### src/hw/ufr_pkg.sv
// Constants and types shared by the UART flash reprogramming sequencer.
package ufr_pkg;
	localparam int CLK_FREQ_HZ = 10_000_000;
	localparam int BAUD_RATE = 115200;
	localparam int BAUD_DIV = (CLK_FREQ_HZ + BAUD_RATE / 2) / BAUD_RATE;
	localparam int FIFO_DEPTH = 8;
	localparam int ADDR_W = 20;
	localparam int BLK_OFS_W = 10;
	localparam int BLK_W = ADDR_W - BLK_OFS_W;
	localparam logic [7:0] PKT_START_CODE = 8'h01;
	localparam logic [7:0] CMD_START = 8'h02;
	localparam logic [7:0] CMD_WRITE = 8'h03;
	localparam logic [7:0] CMD_END = 8'h04;
	localparam logic [7:0] RESP_NORMAL = 8'h01;
	localparam logic [15:0] LEN_SHORT = 16'h0002;
	localparam logic [15:0] LEN_WRITE = 16'h0102;
	localparam logic [7:0] CHUNK_LAST = 8'hff;
	localparam logic [ADDR_W-1:0] WRITE_BASE_ADDR = 20'h01000;
	localparam logic [7:0] WIN_START_BLK = 8'h00;
	localparam logic [7:0] WIN_END_BLK = 8'h3f;
	localparam logic [7:0] VOLT_FULL_SPEED = 8'h00;
	localparam logic [7:0] FREQ_ARG_MHZ = 8'h20;
	localparam logic [7:0] STATUS_INTERNAL = 8'h01;
	typedef enum logic [3:0] {
		FL_NONE = 4'h0,
		FL_INIT = 4'h1,
		FL_GET_WIN = 4'h2,
		FL_SET_WIN = 4'h3,
		FL_BLANK = 4'h4,
		FL_ERASE = 4'h5,
		FL_WRITE = 4'h6,
		FL_VERIFY = 4'h7,
		FL_TOGGLE_BOOT = 4'h8,
		FL_RESET = 4'h9
	} ufr_flop_t;
endpackage : ufr_pkg

### src/hw/ufr_stream_if.sv
// Valid/ready byte stream between the sequencer's own modules.
`timescale 1ns/1ps
`default_nettype none
interface ufr_stream_if #(parameter int W = 8);
	logic [W-1:0] data;
	logic valid;
	logic ready;
	modport src (output data, output valid, input ready);
	modport snk (input data, input valid, output ready);
endinterface : ufr_stream_if
`default_nettype wire

### src/hw/ufr_fifo.sv
// Small valid/ready FIFO in the received data path.
`timescale 1ns/1ps
`default_nettype none
module ufr_fifo #(
	parameter int W = 8,
	parameter int DEPTH = 8
)(
	input wire logic i_clk_sys,
	input wire logic i_rst_n,
	ufr_stream_if.snk in_s,
	ufr_stream_if.src out_s
);
	localparam int AW = $clog2(DEPTH);
	logic [W-1:0] mem_q [DEPTH];
	logic [AW-1:0] wp_q, wp_d, rp_q, rp_d;
	logic [AW:0] cnt_q, cnt_d;
	logic push, pop;

	////////////////////////////////////////////////////////////////////////////////
	assign in_s.ready = (cnt_q != (AW+1)'(DEPTH));
	assign out_s.valid = (cnt_q != '0);
	assign out_s.data = mem_q[rp_q];
	assign push = in_s.valid && in_s.ready;
	assign pop = out_s.valid && out_s.ready;

	always_comb
	begin
		wp_d = wp_q;
		rp_d = rp_q;
		cnt_d = cnt_q;
		if (push)
		begin
			wp_d = (wp_q == AW'(DEPTH - 1)) ? '0 : wp_q + 1'b1;
		end
		if (pop)
		begin
			rp_d = (rp_q == AW'(DEPTH - 1)) ? '0 : rp_q + 1'b1;
		end
		if (push && !pop)
		begin
			cnt_d = cnt_q + 1'b1;
		end
		else if (pop && !push)
		begin
			cnt_d = cnt_q - 1'b1;
		end
	end

	always_ff @(posedge i_clk_sys or negedge i_rst_n)
	begin
		if (!i_rst_n)
		begin
			wp_q <= '0;
			rp_q <= '0;
			cnt_q <= '0;
		end
		else
		begin
			wp_q <= wp_d;
			rp_q <= rp_d;
			cnt_q <= cnt_d;
		end
	end

	////////////////////////////////////////////////////////////////////////////////
	for (genvar i = 0; i < DEPTH; i++)
	begin : g_ent
		always_ff @(posedge i_clk_sys or negedge i_rst_n)
		begin
			if (!i_rst_n)
			begin
				mem_q[i] <= '0;
			end
			else if (push && wp_q == AW'(i))
			begin
				mem_q[i] <= in_s.data;
			end
		end
	end
endmodule : ufr_fifo
`default_nettype wire

### src/hw/ufr_uart.sv
// Serial receiver and transmitter, 8 data bits, no parity, one stop bit.
`timescale 1ns/1ps
`default_nettype none
module ufr_uart
	import ufr_pkg::*;
#(
	parameter int DIV = BAUD_DIV
)(
	input wire logic i_clk_sys,
	input wire logic i_rst_n,
	input wire logic i_rx,
	ufr_stream_if.src rx_s,
	output logic o_overrun,
	input wire logic [7:0] i_tx_data,
	input wire logic i_tx_valid,
	output logic o_tx_ready,
	output logic o_tx
);
	localparam int CW = $clog2(DIV + 1);
	localparam logic [CW-1:0] FULL = CW'(DIV - 1);
	localparam logic [CW-1:0] HALF = CW'(DIV / 2 - 1);
	logic [1:0] sync_q;
	logic rbusy_q, rbusy_d, rval_q, rval_d, ovr_q, ovr_d, tbusy_q, tbusy_d;
	logic [CW-1:0] rcnt_q, rcnt_d, tcnt_q, tcnt_d;
	logic [3:0] rbit_q, rbit_d, tbit_q, tbit_d;
	logic [7:0] rsh_q, rsh_d, rdat_q, rdat_d;
	logic [9:0] tsh_q, tsh_d;

	assign rx_s.valid = rval_q;
	assign rx_s.data = rdat_q;
	assign o_overrun = ovr_q;
	assign o_tx_ready = !tbusy_q;
	assign o_tx = tsh_q[0];

	////////////////////////////////////////////////////////////////////////////////
	// LSB first framing
	always_comb
	begin
		rbusy_d = rbusy_q;
		rcnt_d = rcnt_q;
		rbit_d = rbit_q;
		rsh_d = rsh_q;
		rdat_d = rdat_q;
		rval_d = rval_q && !rx_s.ready;
		ovr_d = 1'b0;
		if (!rbusy_q)
		begin
			if (!sync_q[1])
			begin
				rbusy_d = 1'b1;
				rcnt_d = HALF;
				rbit_d = 4'h0;
			end
		end
		else if (rcnt_q != '0)
		begin
			rcnt_d = rcnt_q - 1'b1;
		end
		else
		begin
			rcnt_d = FULL;
			rbit_d = rbit_q + 1'b1;
			if (rbit_q == 4'h0 && sync_q[1])
			begin
				rbusy_d = 1'b0;
			end
			else if (rbit_q != 4'h0 && rbit_q != 4'h9)
			begin
				rsh_d = {sync_q[1], rsh_q[7:1]};
			end
			else if (rbit_q == 4'h9)
			begin
				rbusy_d = 1'b0;
				if (sync_q[1])
				begin
					ovr_d = rval_d;
					rdat_d = rsh_q;
					rval_d = 1'b1;
				end
			end
		end
	end

	// The line idles high; a spurious start edge is dropped at mid start bit.
	always_comb
	begin
		tbusy_d = tbusy_q;
		tcnt_d = tcnt_q;
		tbit_d = tbit_q;
		tsh_d = tsh_q;
		if (!tbusy_q)
		begin
			if (i_tx_valid)
			begin
				tbusy_d = 1'b1;
				tcnt_d = FULL;
				tbit_d = 4'h0;
				tsh_d = {1'b1, i_tx_data, 1'b0};
			end
		end
		else if (tcnt_q != '0)
		begin
			tcnt_d = tcnt_q - 1'b1;
		end
		else
		begin
			tcnt_d = FULL;
			tsh_d = {1'b1, tsh_q[9:1]};
			tbit_d = tbit_q + 1'b1;
			tbusy_d = (tbit_q != 4'h9);
		end
	end

	always_ff @(posedge i_clk_sys or negedge i_rst_n)
	begin
		if (!i_rst_n)
		begin
			sync_q <= 2'h3;
			rbusy_q <= 1'b0;
			rcnt_q <= '0;
			rbit_q <= 4'h0;
			rsh_q <= 8'h00;
			rdat_q <= 8'h00;
			rval_q <= 1'b0;
			ovr_q <= 1'b0;
			tbusy_q <= 1'b0;
			tcnt_q <= '0;
			tbit_q <= 4'h0;
			tsh_q <= 10'h3ff;
		end
		else
		begin
			sync_q <= {sync_q[0], i_rx};
			rbusy_q <= rbusy_d;
			rcnt_q <= rcnt_d;
			rbit_q <= rbit_d;
			rsh_q <= rsh_d;
			rdat_q <= rdat_d;
			rval_q <= rval_d;
			ovr_q <= ovr_d;
			tbusy_q <= tbusy_d;
			tcnt_q <= tcnt_d;
			tbit_q <= tbit_d;
			tsh_q <= tsh_d;
		end
	end
endmodule : ufr_uart
`default_nettype wire

### src/hw/ufr_sequencer.sv
// Packet interpreter that drives flash reprogramming from the serial link.
`timescale 1ns/1ps
`default_nettype none
module ufr_sequencer
	import ufr_pkg::*;
#(
	parameter int DIV = BAUD_DIV
)(
	input wire logic i_clk_sys,
	input wire logic i_rst_n,
	input wire logic i_serial_rx_pin,
	output logic o_serial_tx_pin,
	output logic o_flash_access_led_pin,
	output logic o_halt,
	output logic o_error,
	output logic o_fl_req,
	output ufr_flop_t o_fl_op,
	output logic [ADDR_W-1:0] o_fl_addr,
	output logic [BLK_W-1:0] o_fl_blk,
	output logic [7:0] o_fl_wdata,
	output logic [23:0] o_fl_arg,
	input wire logic i_fl_done,
	input wire logic i_fl_fail,
	input wire logic i_fl_blank,
	input wire logic [7:0] i_fl_win_start,
	input wire logic [7:0] i_fl_win_end
);
	typedef enum logic [4:0] {
		ST_IDLE = 5'b00000,
		ST_LEN_HI = 5'b00001,
		ST_LEN_LO = 5'b00010,
		ST_CMD = 5'b00011,
		ST_DATA = 5'b00100,
		ST_SUM = 5'b00101,
		ST_INIT = 5'b00110,
		ST_GET_WIN = 5'b00111,
		ST_SET_WIN = 5'b01000,
		ST_BLANK = 5'b01001,
		ST_ERASE = 5'b01010,
		ST_WRITE = 5'b01011,
		ST_VERIFY = 5'b01100,
		ST_TOGGLE = 5'b01101,
		ST_RESET = 5'b01110,
		ST_RESP = 5'b01111,
		ST_ERROR = 5'b10000
	} ufr_state_t;

	ufr_state_t state_q, state_d;
	ufr_flop_t op_q, op_d;
	logic [15:0] len_q, len_d;
	logic [7:0] cmd_q, cmd_d, sum_q, sum_d, byte_q, byte_d, cnt_q, cnt_d;
	logic [ADDR_W-1:0] ptr_q, ptr_d;
	logic [BLK_W-1:0] blk_q, blk_d;
	logic [23:0] arg_q, arg_d;
	logic session_q, session_d, led_on_q, led_on_d, err_q, err_d;
	logic consuming, take, fl_ok, overrun, tx_ready, tx_valid;

	ufr_stream_if #(.W(8)) rx_if ();
	ufr_stream_if #(.W(8)) q_if ();

	////////////////////////////////////////////////////////////////////////////////
	ufr_uart #(
		.DIV(DIV)
	) u_uart (
		.i_clk_sys(i_clk_sys),
		.i_rst_n(i_rst_n),
		.i_rx(i_serial_rx_pin),
		.rx_s(rx_if.src),
		.o_overrun(overrun),
		.i_tx_data(RESP_NORMAL),
		.i_tx_valid(tx_valid),
		.o_tx_ready(tx_ready),
		.o_tx(o_serial_tx_pin)
	);

	// Eight bytes cover the flash agent's latency per byte; a slower agent overruns.
	ufr_fifo #(
		.W(8),
		.DEPTH(FIFO_DEPTH)
	) u_fifo (
		.i_clk_sys(i_clk_sys),
		.i_rst_n(i_rst_n),
		.in_s(rx_if.snk),
		.out_s(q_if.src)
	);

	function automatic ufr_flop_t op_of(input ufr_state_t s);
		case (s)
			ST_INIT: op_of = FL_INIT;
			ST_GET_WIN: op_of = FL_GET_WIN;
			ST_SET_WIN: op_of = FL_SET_WIN;
			ST_BLANK: op_of = FL_BLANK;
			ST_ERASE: op_of = FL_ERASE;
			ST_WRITE: op_of = FL_WRITE;
			ST_VERIFY: op_of = FL_VERIFY;
			ST_TOGGLE: op_of = FL_TOGGLE_BOOT;
			ST_RESET: op_of = FL_RESET;
			default: op_of = FL_NONE;
		endcase
	endfunction : op_of

	////////////////////////////////////////////////////////////////////////////////
	assign consuming = (state_q == ST_IDLE) || (state_q == ST_LEN_HI) || (state_q == ST_LEN_LO)
		|| (state_q == ST_CMD) || (state_q == ST_DATA) || (state_q == ST_SUM);
	assign q_if.ready = consuming;
	assign take = q_if.valid && consuming;
	assign fl_ok = i_fl_done && !i_fl_fail;
	assign tx_valid = (state_q == ST_RESP);
	assign o_halt = (state_q == ST_IDLE) && !q_if.valid;
	assign o_error = err_q;
	assign o_flash_access_led_pin = !led_on_q;
	assign o_fl_req = (op_q != FL_NONE);
	assign o_fl_op = op_q;
	assign o_fl_addr = ptr_q;
	assign o_fl_blk = blk_q;
	assign o_fl_wdata = byte_q;
	assign o_fl_arg = arg_q;

	always_comb
	begin
		state_d = state_q;
		len_d = len_q;
		cmd_d = cmd_q;
		sum_d = sum_q;
		byte_d = byte_q;
		cnt_d = cnt_q;
		ptr_d = ptr_q;
		blk_d = blk_q;
		session_d = session_q;
		led_on_d = led_on_q;
		case (state_q)
			ST_IDLE:
			begin
				if (take && q_if.data == PKT_START_CODE)
				begin
					state_d = ST_LEN_HI;
				end
			end
			ST_LEN_HI:
			begin
				if (take)
				begin
					len_d = {q_if.data, 8'h00};
					state_d = ST_LEN_LO;
				end
			end
			ST_LEN_LO:
			begin
				if (take)
				begin
					len_d = {len_q[15:8], q_if.data};
					state_d = ST_CMD;
				end
			end
			ST_CMD:
			begin
				if (take)
				begin
					cmd_d = q_if.data;
					sum_d = q_if.data;
					cnt_d = 8'h00;
					state_d = ST_ERROR;
					if (q_if.data == CMD_START && !session_q && len_q == LEN_SHORT)
					begin
						state_d = ST_SUM;
					end
					else if (q_if.data == CMD_END && session_q && len_q == LEN_SHORT)
					begin
						state_d = ST_SUM;
					end
					else if (q_if.data == CMD_WRITE && session_q && len_q == LEN_WRITE)
					begin
						if (ptr_q[BLK_OFS_W-1:0] == '0)
						begin
							blk_d = ptr_q[ADDR_W-1:BLK_OFS_W];
							state_d = ST_BLANK;
						end
						else
						begin
							state_d = ST_DATA;
						end
					end
				end
			end
			ST_BLANK:
			begin
				if (fl_ok)
				begin
					state_d = i_fl_blank ? ST_DATA : ST_ERASE;
				end
			end
			ST_ERASE:
			begin
				if (fl_ok)
				begin
					state_d = ST_DATA;
				end
			end
			ST_DATA:
			begin
				if (take)
				begin
					sum_d = sum_q + q_if.data;
					byte_d = q_if.data;
					state_d = ST_WRITE;
				end
			end
			ST_WRITE:
			begin
				if (fl_ok)
				begin
					ptr_d = ptr_q + 1'b1;
					cnt_d = cnt_q + 1'b1;
					state_d = (cnt_q == CHUNK_LAST) ? ST_SUM : ST_DATA;
				end
			end
			ST_SUM:
			begin
				if (take)
				begin
					if (q_if.data != sum_q)
					begin
						state_d = ST_ERROR;
					end
					else if (cmd_q == CMD_START)
					begin
						led_on_d = 1'b1;
						state_d = ST_INIT;
					end
					else if (cmd_q == CMD_WRITE)
					begin
						state_d = (ptr_q[BLK_OFS_W-1:0] == '0) ? ST_VERIFY : ST_RESP;
					end
					else
					begin
						state_d = (ptr_q[BLK_OFS_W-1:0] != '0) ? ST_VERIFY : ST_TOGGLE;
					end
				end
			end
			ST_INIT:
			begin
				if (fl_ok)
				begin
					state_d = ST_GET_WIN;
				end
			end
			ST_GET_WIN:
			begin
				if (fl_ok)
				begin
					if (i_fl_win_start != WIN_START_BLK || i_fl_win_end != WIN_END_BLK)
					begin
						state_d = ST_SET_WIN;
					end
					else
					begin
						ptr_d = WRITE_BASE_ADDR;
						session_d = 1'b1;
						state_d = ST_RESP;
					end
				end
			end
			ST_SET_WIN:
			begin
				if (fl_ok)
				begin
					ptr_d = WRITE_BASE_ADDR;
					session_d = 1'b1;
					state_d = ST_RESP;
				end
			end
			ST_VERIFY:
			begin
				if (fl_ok)
				begin
					state_d = (cmd_q == CMD_END) ? ST_TOGGLE : ST_RESP;
				end
			end
			ST_TOGGLE:
			begin
				if (fl_ok)
				begin
					led_on_d = 1'b0;
					session_d = 1'b0;
					state_d = ST_RESET;
				end
			end
			ST_RESET:
			begin
				state_d = ST_RESET;
			end
			ST_RESP:
			begin
				if (tx_ready)
				begin
					state_d = ST_IDLE;
				end
			end
			ST_ERROR:
			begin
				state_d = ST_ERROR;
			end
			default:
			begin
				state_d = ST_ERROR;
			end
		endcase
		if ((op_q != FL_NONE && i_fl_done && i_fl_fail) || overrun)
		begin
			state_d = ST_ERROR;
		end
	end

	////////////////////////////////////////////////////////////////////////////////
	always_comb
	begin
		op_d = op_of(state_d);
		err_d = err_q || (state_d == ST_ERROR);
		arg_d = 24'h000000;
		if (state_d == ST_INIT)
		begin
			arg_d = {VOLT_FULL_SPEED, FREQ_ARG_MHZ, STATUS_INTERNAL};
		end
		else if (state_d == ST_SET_WIN)
		begin
			arg_d = {8'h00, WIN_START_BLK, WIN_END_BLK};
		end
	end

	always_ff @(posedge i_clk_sys or negedge i_rst_n)
	begin
		if (!i_rst_n)
		begin
			state_q <= ST_IDLE;
			op_q <= FL_NONE;
			len_q <= 16'h0000;
			cmd_q <= 8'h00;
			sum_q <= 8'h00;
			byte_q <= 8'h00;
			cnt_q <= 8'h00;
			ptr_q <= '0;
			blk_q <= '0;
			arg_q <= 24'h000000;
			session_q <= 1'b0;
			led_on_q <= 1'b0;
			err_q <= 1'b0;
		end
		else
		begin
			state_q <= state_d;
			op_q <= op_d;
			len_q <= len_d;
			cmd_q <= cmd_d;
			sum_q <= sum_d;
			byte_q <= byte_d;
			cnt_q <= cnt_d;
			ptr_q <= ptr_d;
			blk_q <= blk_d;
			arg_q <= arg_d;
			session_q <= session_d;
			led_on_q <= led_on_d;
			err_q <= err_d;
		end
	end
endmodule : ufr_sequencer
`default_nettype wire

### config.mk
export PLATFORM = sky130hd
export DESIGN_NAME = ufr_sequencer
export DESIGN_NICKNAME = d
export VERILOG_FILES = /design/src/hw/ufr_pkg.sv /design/src/hw/ufr_stream_if.sv /design/src/hw/ufr_fifo.sv /design/src/hw/ufr_uart.sv /design/src/hw/ufr_sequencer.sv
export SDC_FILE = /design/constraint.sdc
export NUM_CORES = 1
export LEC_CHECK = 0
export CAP_MARGIN = 20
export CORE_MARGIN = 3
export CORE_UTILIZATION = 69
export CTS_BUF_LIST = sky130_fd_sc_hd__clkbuf_4 sky130_fd_sc_hd__clkbuf_8 sky130_fd_sc_hd__clkbuf_16
export CTS_CLUSTER_DIAMETER = 200
export CTS_CLUSTER_SIZE = 16
export DETAILED_ROUTE_END_ITERATION = 7
export DONT_BUFFER_PORTS = 1
export PLACE_DENSITY = 0.95
export SLEW_MARGIN = 20
export SYNTH_ARGS = -nofsm -noshare
export SYNTH_HDL_FRONTEND = slang
export SYNTH_HIERARCHICAL = 1
export SYNTH_SLANG_ARGS = --single-unit
### constraint.sdc
create_clock -name i_clk_sys -period 10.59 [get_ports i_clk_sys]
set_input_delay 0.5295 -clock i_clk_sys [delete_from_list [all_inputs] [get_ports i_clk_sys]]
set_output_delay 0.5295 -clock i_clk_sys [all_outputs]
set_load 0.005 [all_outputs]
======== After elaboration in Yosys (flattened, before gate mapping) ========
Memory sizes are Yosys's and may differ from the RTL's.
Cells that the tools add are included.
cells by class
  equal/unequal tests ..................... 57
  mux-type cells .......................... 99
  $add $sub $neg .......................... 11
  magnitude comparators ................... 1
  reduce and logical (&&, ||, !) cells .... 74
  bitwise operators ....................... 7
operators with widths
  operator                                         number
  two-way mux 5 bit                                20
  two-way mux 20 bit                               4
  case mux 5 bit (16 select lines)                 1
  case mux 20 bit (3 select lines)                 1
  two-way mux 8 bit                                7
  two-way mux 4 bit                                12
  == test 5 x 4 -> 1 bit (second input constant)   9
  two-way mux 7 bit                                6
  == test 8 x 2 -> 1 bit (second input constant)   4
  case mux 16 bit (2 select lines)                 1
  case mux 8 bit (2 select lines)                  2
  two-way mux 1 bit                                30
  two-way mux 10 bit                               3
  != test 2 bit (second input constant)            14
  logical AND 1 bit                                26
  == test 5 x 3 -> 1 bit (second input constant)   5
  binary-select mux 8 bit (select 3 bit)           1
  adder 20 x 1 -> 20 bit (second input constant)   1
  == test 16 x 2 -> 1 bit (second input constant)  1
  == test 16 x 9 -> 1 bit (second input constant)  1
  == test 8 x 3 -> 1 bit (second input constant)   2
  two-way mux 16 bit                               1
  == test 3 bit (second input constant)            5
  AND reduction 5 bit                              3
  43 further kinds                                 89
storage, ports and cells
  ROM bits ................................ 64
  input port bits ......................... 22
  flip-flop bits (word level) ............. 242
  memories ................................ 1
  output and inout bits ................... 71
  word-level logic and storage cells ...... 287
memory list
  name              words  width  read ports  clocked after Yosys merged registers in  write ports  line                 source
  (name not given)  16     4      1           0                                        0            ufr_sequencer.sv:88  case (s)

======== Logic depth before layout (Yosys ltp) ========
  word-level depth ........................ 16
  gate-level depth with buffers ........... 16
  depth with buffers taken out ............ 14

======== Cells and area by module ========
The synthesis kept the hierarchy.
modules (own cells, without submodules)
  module         cells each  times used  area an instance (sq um)  sequential area each (sq um)
  ufr_sequencer  546         1           5295.1                    2327.2
  ufr_fifo       236         1           3803.6                    1851.8
  ufr_uart       261         1           2718.9                    1340.0

======== Worst setup path after synthesis ========
No wires, ideal clock.
  path kind ............................... reg2reg
  start point ............................. register u_fifo.rp_q[0]
  end point ............................... register op_q[0] (netlist: o_fl_op[0])
  arrival ................................. 3.710 ns
  required time ........................... 10.464 ns
  stages on the path, launching flop included .. 17
  library setup time ...................... 0.126 ns
  path slack .............................. 6.754 ns
  buffers on the path ..................... 2
  clock period less this slack ............ 3.836 ns
  cell sequence ........................... dfrtp_1 -> buf_2 -> buf_2 -> mux4_2 -> mux2_2 -> ha_1 -> nor4_1 -> and3_1 -> nand2_1 -> a21oi_1 -> o21bai_1 -> o211ai_1 -> nand2_1 -> ha_1 -> or2_2 -> mux2i_1 -> o21bai_1
between the ends
  longest elaborated chain between the ends .. 15
  elaborated cells on any way between the ends .. 27
  classes of those cells .................. eq/ne (5); mux (13); bitwise (1); reduce/logical (7); memory (1)
ends and longest elaborated chain
  what                                                       line                  source
  start, declared                                            ufr_fifo.sv:15        logic [AW-1:0] wp_q, wp_d, rp_q, rp_d;
  start signal, assigned                                     ufr_fifo.sv:60        rp_q <= rp_d;
  NOT 3 -> 4 bit (implied by the code) (*)                   ufr_fifo.sv:22        assign out_s.data = mem_q[rp_q];
  binary-select mux 8 bit (select 3 bit) (*)                 ufr_fifo.sv:22
  two-way mux 8 bit (implied by the code) (*) (2 in series)  ufr_fifo.sv:22
  named net q_if.data[5]                                     ufr_stream_if.sv:5    logic [W-1:0] data;
  == test 8 x 2 -> 1 bit                                     ufr_sequencer.sv:171  else if (q_if.data == CMD_WRITE && session_q && len_q == LEN_WRITE)
  logical AND 1 bit (2 in series)                            ufr_sequencer.sv:171
  two-way mux 5 bit                                          ufr_sequencer.sv:171
  two-way mux 5 bit                                          ufr_sequencer.sv:167  else if (q_if.data == CMD_END && session_q && len_q == LEN_SHORT)
  two-way mux 5 bit                                          ufr_sequencer.sv:163  if (q_if.data == CMD_START && !session_q && len_q == LEN_SHORT)
  two-way mux 5 bit                                          ufr_sequencer.sv:157  if (take)
  case mux 5 bit (16 select lines) (*)                       ufr_sequencer.sv:131  case (state_q)
  two-way mux 5 bit (*)                                      ufr_sequencer.sv:308  if ((op_q != FL_NONE && i_fl_done && i_fl_fail) || overrun)
  memory read (16 x 4 bit)                                   --
  two-way mux 4 bit (*)                                      ufr_sequencer.sv:88
  named net op_d[0]                                          ufr_sequencer.sv:49   ufr_flop_t op_q, op_d;
  end signal, assigned                                       ufr_sequencer.sv:351  op_q <= op_d;
  end, declared                                              ufr_sequencer.sv:49
The timed path passes the listed nets; every way through them passes the cells marked *. The select of a mux whose other input is x is not followed.
A chain may end at the register's enable or synchronous reset.

======== Worst setup path in the final report ========
Same ends and word-level chain as after synthesis.

==> results.json <==
{
  "status": "complete, no violations",
  "min_path_type": "in -> reg",
  "coreArea_um2": 16700,
  "worstSetupStartpointType": "register",
  "synth_top_area_cell": "dfrtp_1",
  "yosys_warnings": 6,
  "ys_ff_latch": 220,
  "initial_core_util_pct": 70.76,
  "finalMaxSlewViolations": 0,
  "cts_sinks": 220,
  "multi_input_area_um2": 5828,
  "rsz0062_at_grt": "false",
  "crit_path_end_kind": "register",
  "fillers": 962,
  "grt_use_met2_pct": 50.22,
  "worstPathMaxFanout": 19,
  "slew_headroom_pct": 28.64,
  "crit_arrival_ns": 4.83,
  "viasPerCell": 7.018,
  "synth_area_per_cell_um2": 11.33,
  "post_cts_buffers": 0,
  "rows": 47,
  "min_period_over_period_pct": 41.74,
  "clk_pin_slew_worst_paths_ns": 0.08,
  "antenna_found_initial": 0,
  "period_needed_ns": 4.420,
  "htree_levels": 1,
  "nNetsFinal": 1077,
  "die_h_um": 136.9,
  "grt_util_all_layers_pct": 30.73,
  "netlist_top_cells_area": "dfrtp_1, mux2_2, mux2_4, ha_1, mux4_2",
  "worstPathRequired_ns": 11.00,
  "setup_tns_ns": 0,
  "drt-total-wl_mm": 28.91,
  "final_common_cell": "dfrtp_1",
  "ys.flop_type": "dfrtp_1",
  "postLayoutCellArea_um2": 12360,
  "placed_cells": 1216,
  "grt_use_met1_pct": 40.32,
  "firstDrtPassIters": 6,
  "power.total_mw": 1.561,
  "seq_area_frac_synth_pct": 46.70,
  "pin_count": 93,
  "place_ws_ns": 6.007,
  "layout_common_cells": "dfrtp_1, nand2_1, mux2_2",
  "setup_viol": 0,
  "port_buffers": 0,
  "synthArstFlopShare_pct": 100.0,
  "register_area_um2": 5520,
  "setup_slack_ns": 6.170,
  "clock-root-buffer": "clkbuf_16",
  "synth_edf_count": 0,
  "peakVddDrop_mv": 0.1073,
  "ant_nets": 0,
  "wl_per_cell_um": 23.26,
  "place_area_um2": 11790,
  "skew_ns": 0.01690,
  "netlist_instances": 1043,
  "syn_area_um2": 11820,
  "drc_errors": 0,
  "cap_violations": 0,
  "tightest_slew_ns": 1.068,
  "die_x_um": 136.9,
  "top_usage_layer": "met2",
  "drtIter0Drc": 1242,
  "gp_congestion": 0.9040,
  "cts_tree": "yes",
  "grtUsageMet3_pct": 5.257,
  "grt_pass1_vias": 8425,
  "place_hpwl_mm": 17.36,
  "clock_latency_ns": 0.50,
  "fmax_ghz": 0.2263,
  "area_growth_pct": 4.616,
  "crit_type": "reg -> reg",
  "cts_buffer_depth": 3,
  "hold_viol_final": 0,
  "antenna_cells": 0,
  "synth.distinct_cells": 86,
  "grt_pass1_wl_mm": 45.57,
  "p_leak_nw": 5.686,
  "fin_cells": 1243,
  "grt_max_degree": 221,
  "drive_gt1_share_pct": 20.23,
  "cts_buffers": 17,
  "power.density_nw_per_um2": 126.3,
  "grt-ovfl-total": 0,
  "fp.dieArea_um2": 18730,
  "vias": 8723,
  "synth_top_area_share_pct": 44.26
}
## final cells by class
class,instances,area share [%]
multi-input combinational,734,47.14
sequential,220,44.65
clock buffer,22,3.745
tap,220,2.226
inverter,38,1.154
timing repair buffer,7,0.7692
clock inverter,2,0.3137
## cells in the mapped netlist (all sizes together) (10+ instances only)
master / count
o211ai: 10
buf: 47
clkbuf: 27
nor4: 15
nand4: 12
or4: 11
nand3: 32
mux4: 16
a22o: 10
dfrtp: 209
nor3: 26
inv: 37
a21oi: 35
nand2: 71
mux2: 116
nor2b: 17
a31oi: 14
ha: 35
nor2: 62
nand2b: 12
xor2: 23
a211oi: 12
dfstp: 11
and3: 19
o21ai: 35
## registers in the layout (all words and copies together), names as in the netlist, 7 cells and up
signal	flops
u_fifo/mem_q	64
o_fl_addr	20
len_q	16
o_fl_blk	10
u_uart/tsh_q	9
cmd_q	8
cnt_q	8
o_fl_wdata	8
sum_q	8
u_uart/rsh_q	8
u_uart/rx_s.data	8
u_uart/rcnt_q	7
u_uart/tcnt_q	7
## kinds of logic (layout without fill, tap and decap cells)
logic type               after synthesis  count (layout)  synth area share (%)
other                                  2              25               0.06355
multiplexers                         139             139                 16.22
AND/OR/NAND/NOR                      329             329                 15.64
flip-flops                           220             220                 46.70
buffers and inverters                112              69                 4.828
XOR/XNOR                              28              28                 2.075
adder cells (fa/ha/maj)               37              37                 4.044
AO/OA/AOI/OAI                        176             176                 10.43
## worst max-delay path, cell delays in order, from the launching register on
cell and delay, ns:
dfrtp_2 0.78, mux4_2 0.59, mux2_2 0.39, ha_1 0.42
nor3_1 0.07, and3_1 0.24, nand3_1 0.15, o21ai_0 0.13
a211oi_1 0.68, ha_1 0.30, inv_1 0.08, nor4_4 0.33
o21bai_1 0.17
## worst paths after layout
check / from / end / slack (ns) / depth (start not counted)
worst min-delay path: i_serial_rx_pin / u_uart/sync_q[0]$_DFF_PN1_ / 0.04 / 0
min in group asynchronous: i_rst_n / cmd_q[1]$_DFFE_PN0P_ / 0.57 / 2
worst max register to register: u_fifo/rp_q[0]$_DFFE_PN0P_ / o_fl_op[0]$_DFF_PN0_ / 6.17 / 12
worst max-delay path: u_fifo/rp_q[0]$_DFFE_PN0P_ / o_fl_op[0]$_DFF_PN0_ / 6.17 / 12
max in group asynchronous: i_rst_n / u_fifo/rp_q[0]$_DFFE_PN0P_ / 8.92 / 3
worst min register to register: u_uart/sync_q[0]$_DFF_PN1_ / u_uart/sync_q[1]$_DFF_PN1_ / 0.36 / 0
## report_power, final
group          internal (mW)  switching [mW]  leakage (nW)
logic                 0.0236          0.0433          2.45
registers              0.851          0.0143          2.99
clock network          0.333           0.297         0.251
total                   1.21           0.354          5.69
## metal layers
metal	part of all wire, %	routed length [um]	vias up
met5	0	0	-
met4	5.1	1479	0
met3	8.1	2351	148
met2	49	14100	575
met1	38	10990	4313
li1	-	-	3687
## through the flow
stage	hold WS, ns	util, %
3_5_place_dp	0.2393	70.58
6_report	0.03810	74.03
5_1_grt	0.02032	74.03
2_1_floorplan	0.2339	-
3_3_place_gp	0.2460	70.58
4_1_cts	0.02353	73.75
## repair_timing
| action | in CTS | in global routing |
|---|---|---|
| endpoints found under the hold margin | 220 | 60 |
| resized for setup | 0 | 0 |
| hold buffers | 1 | 1 |
(Power assumes the default switching activity.)
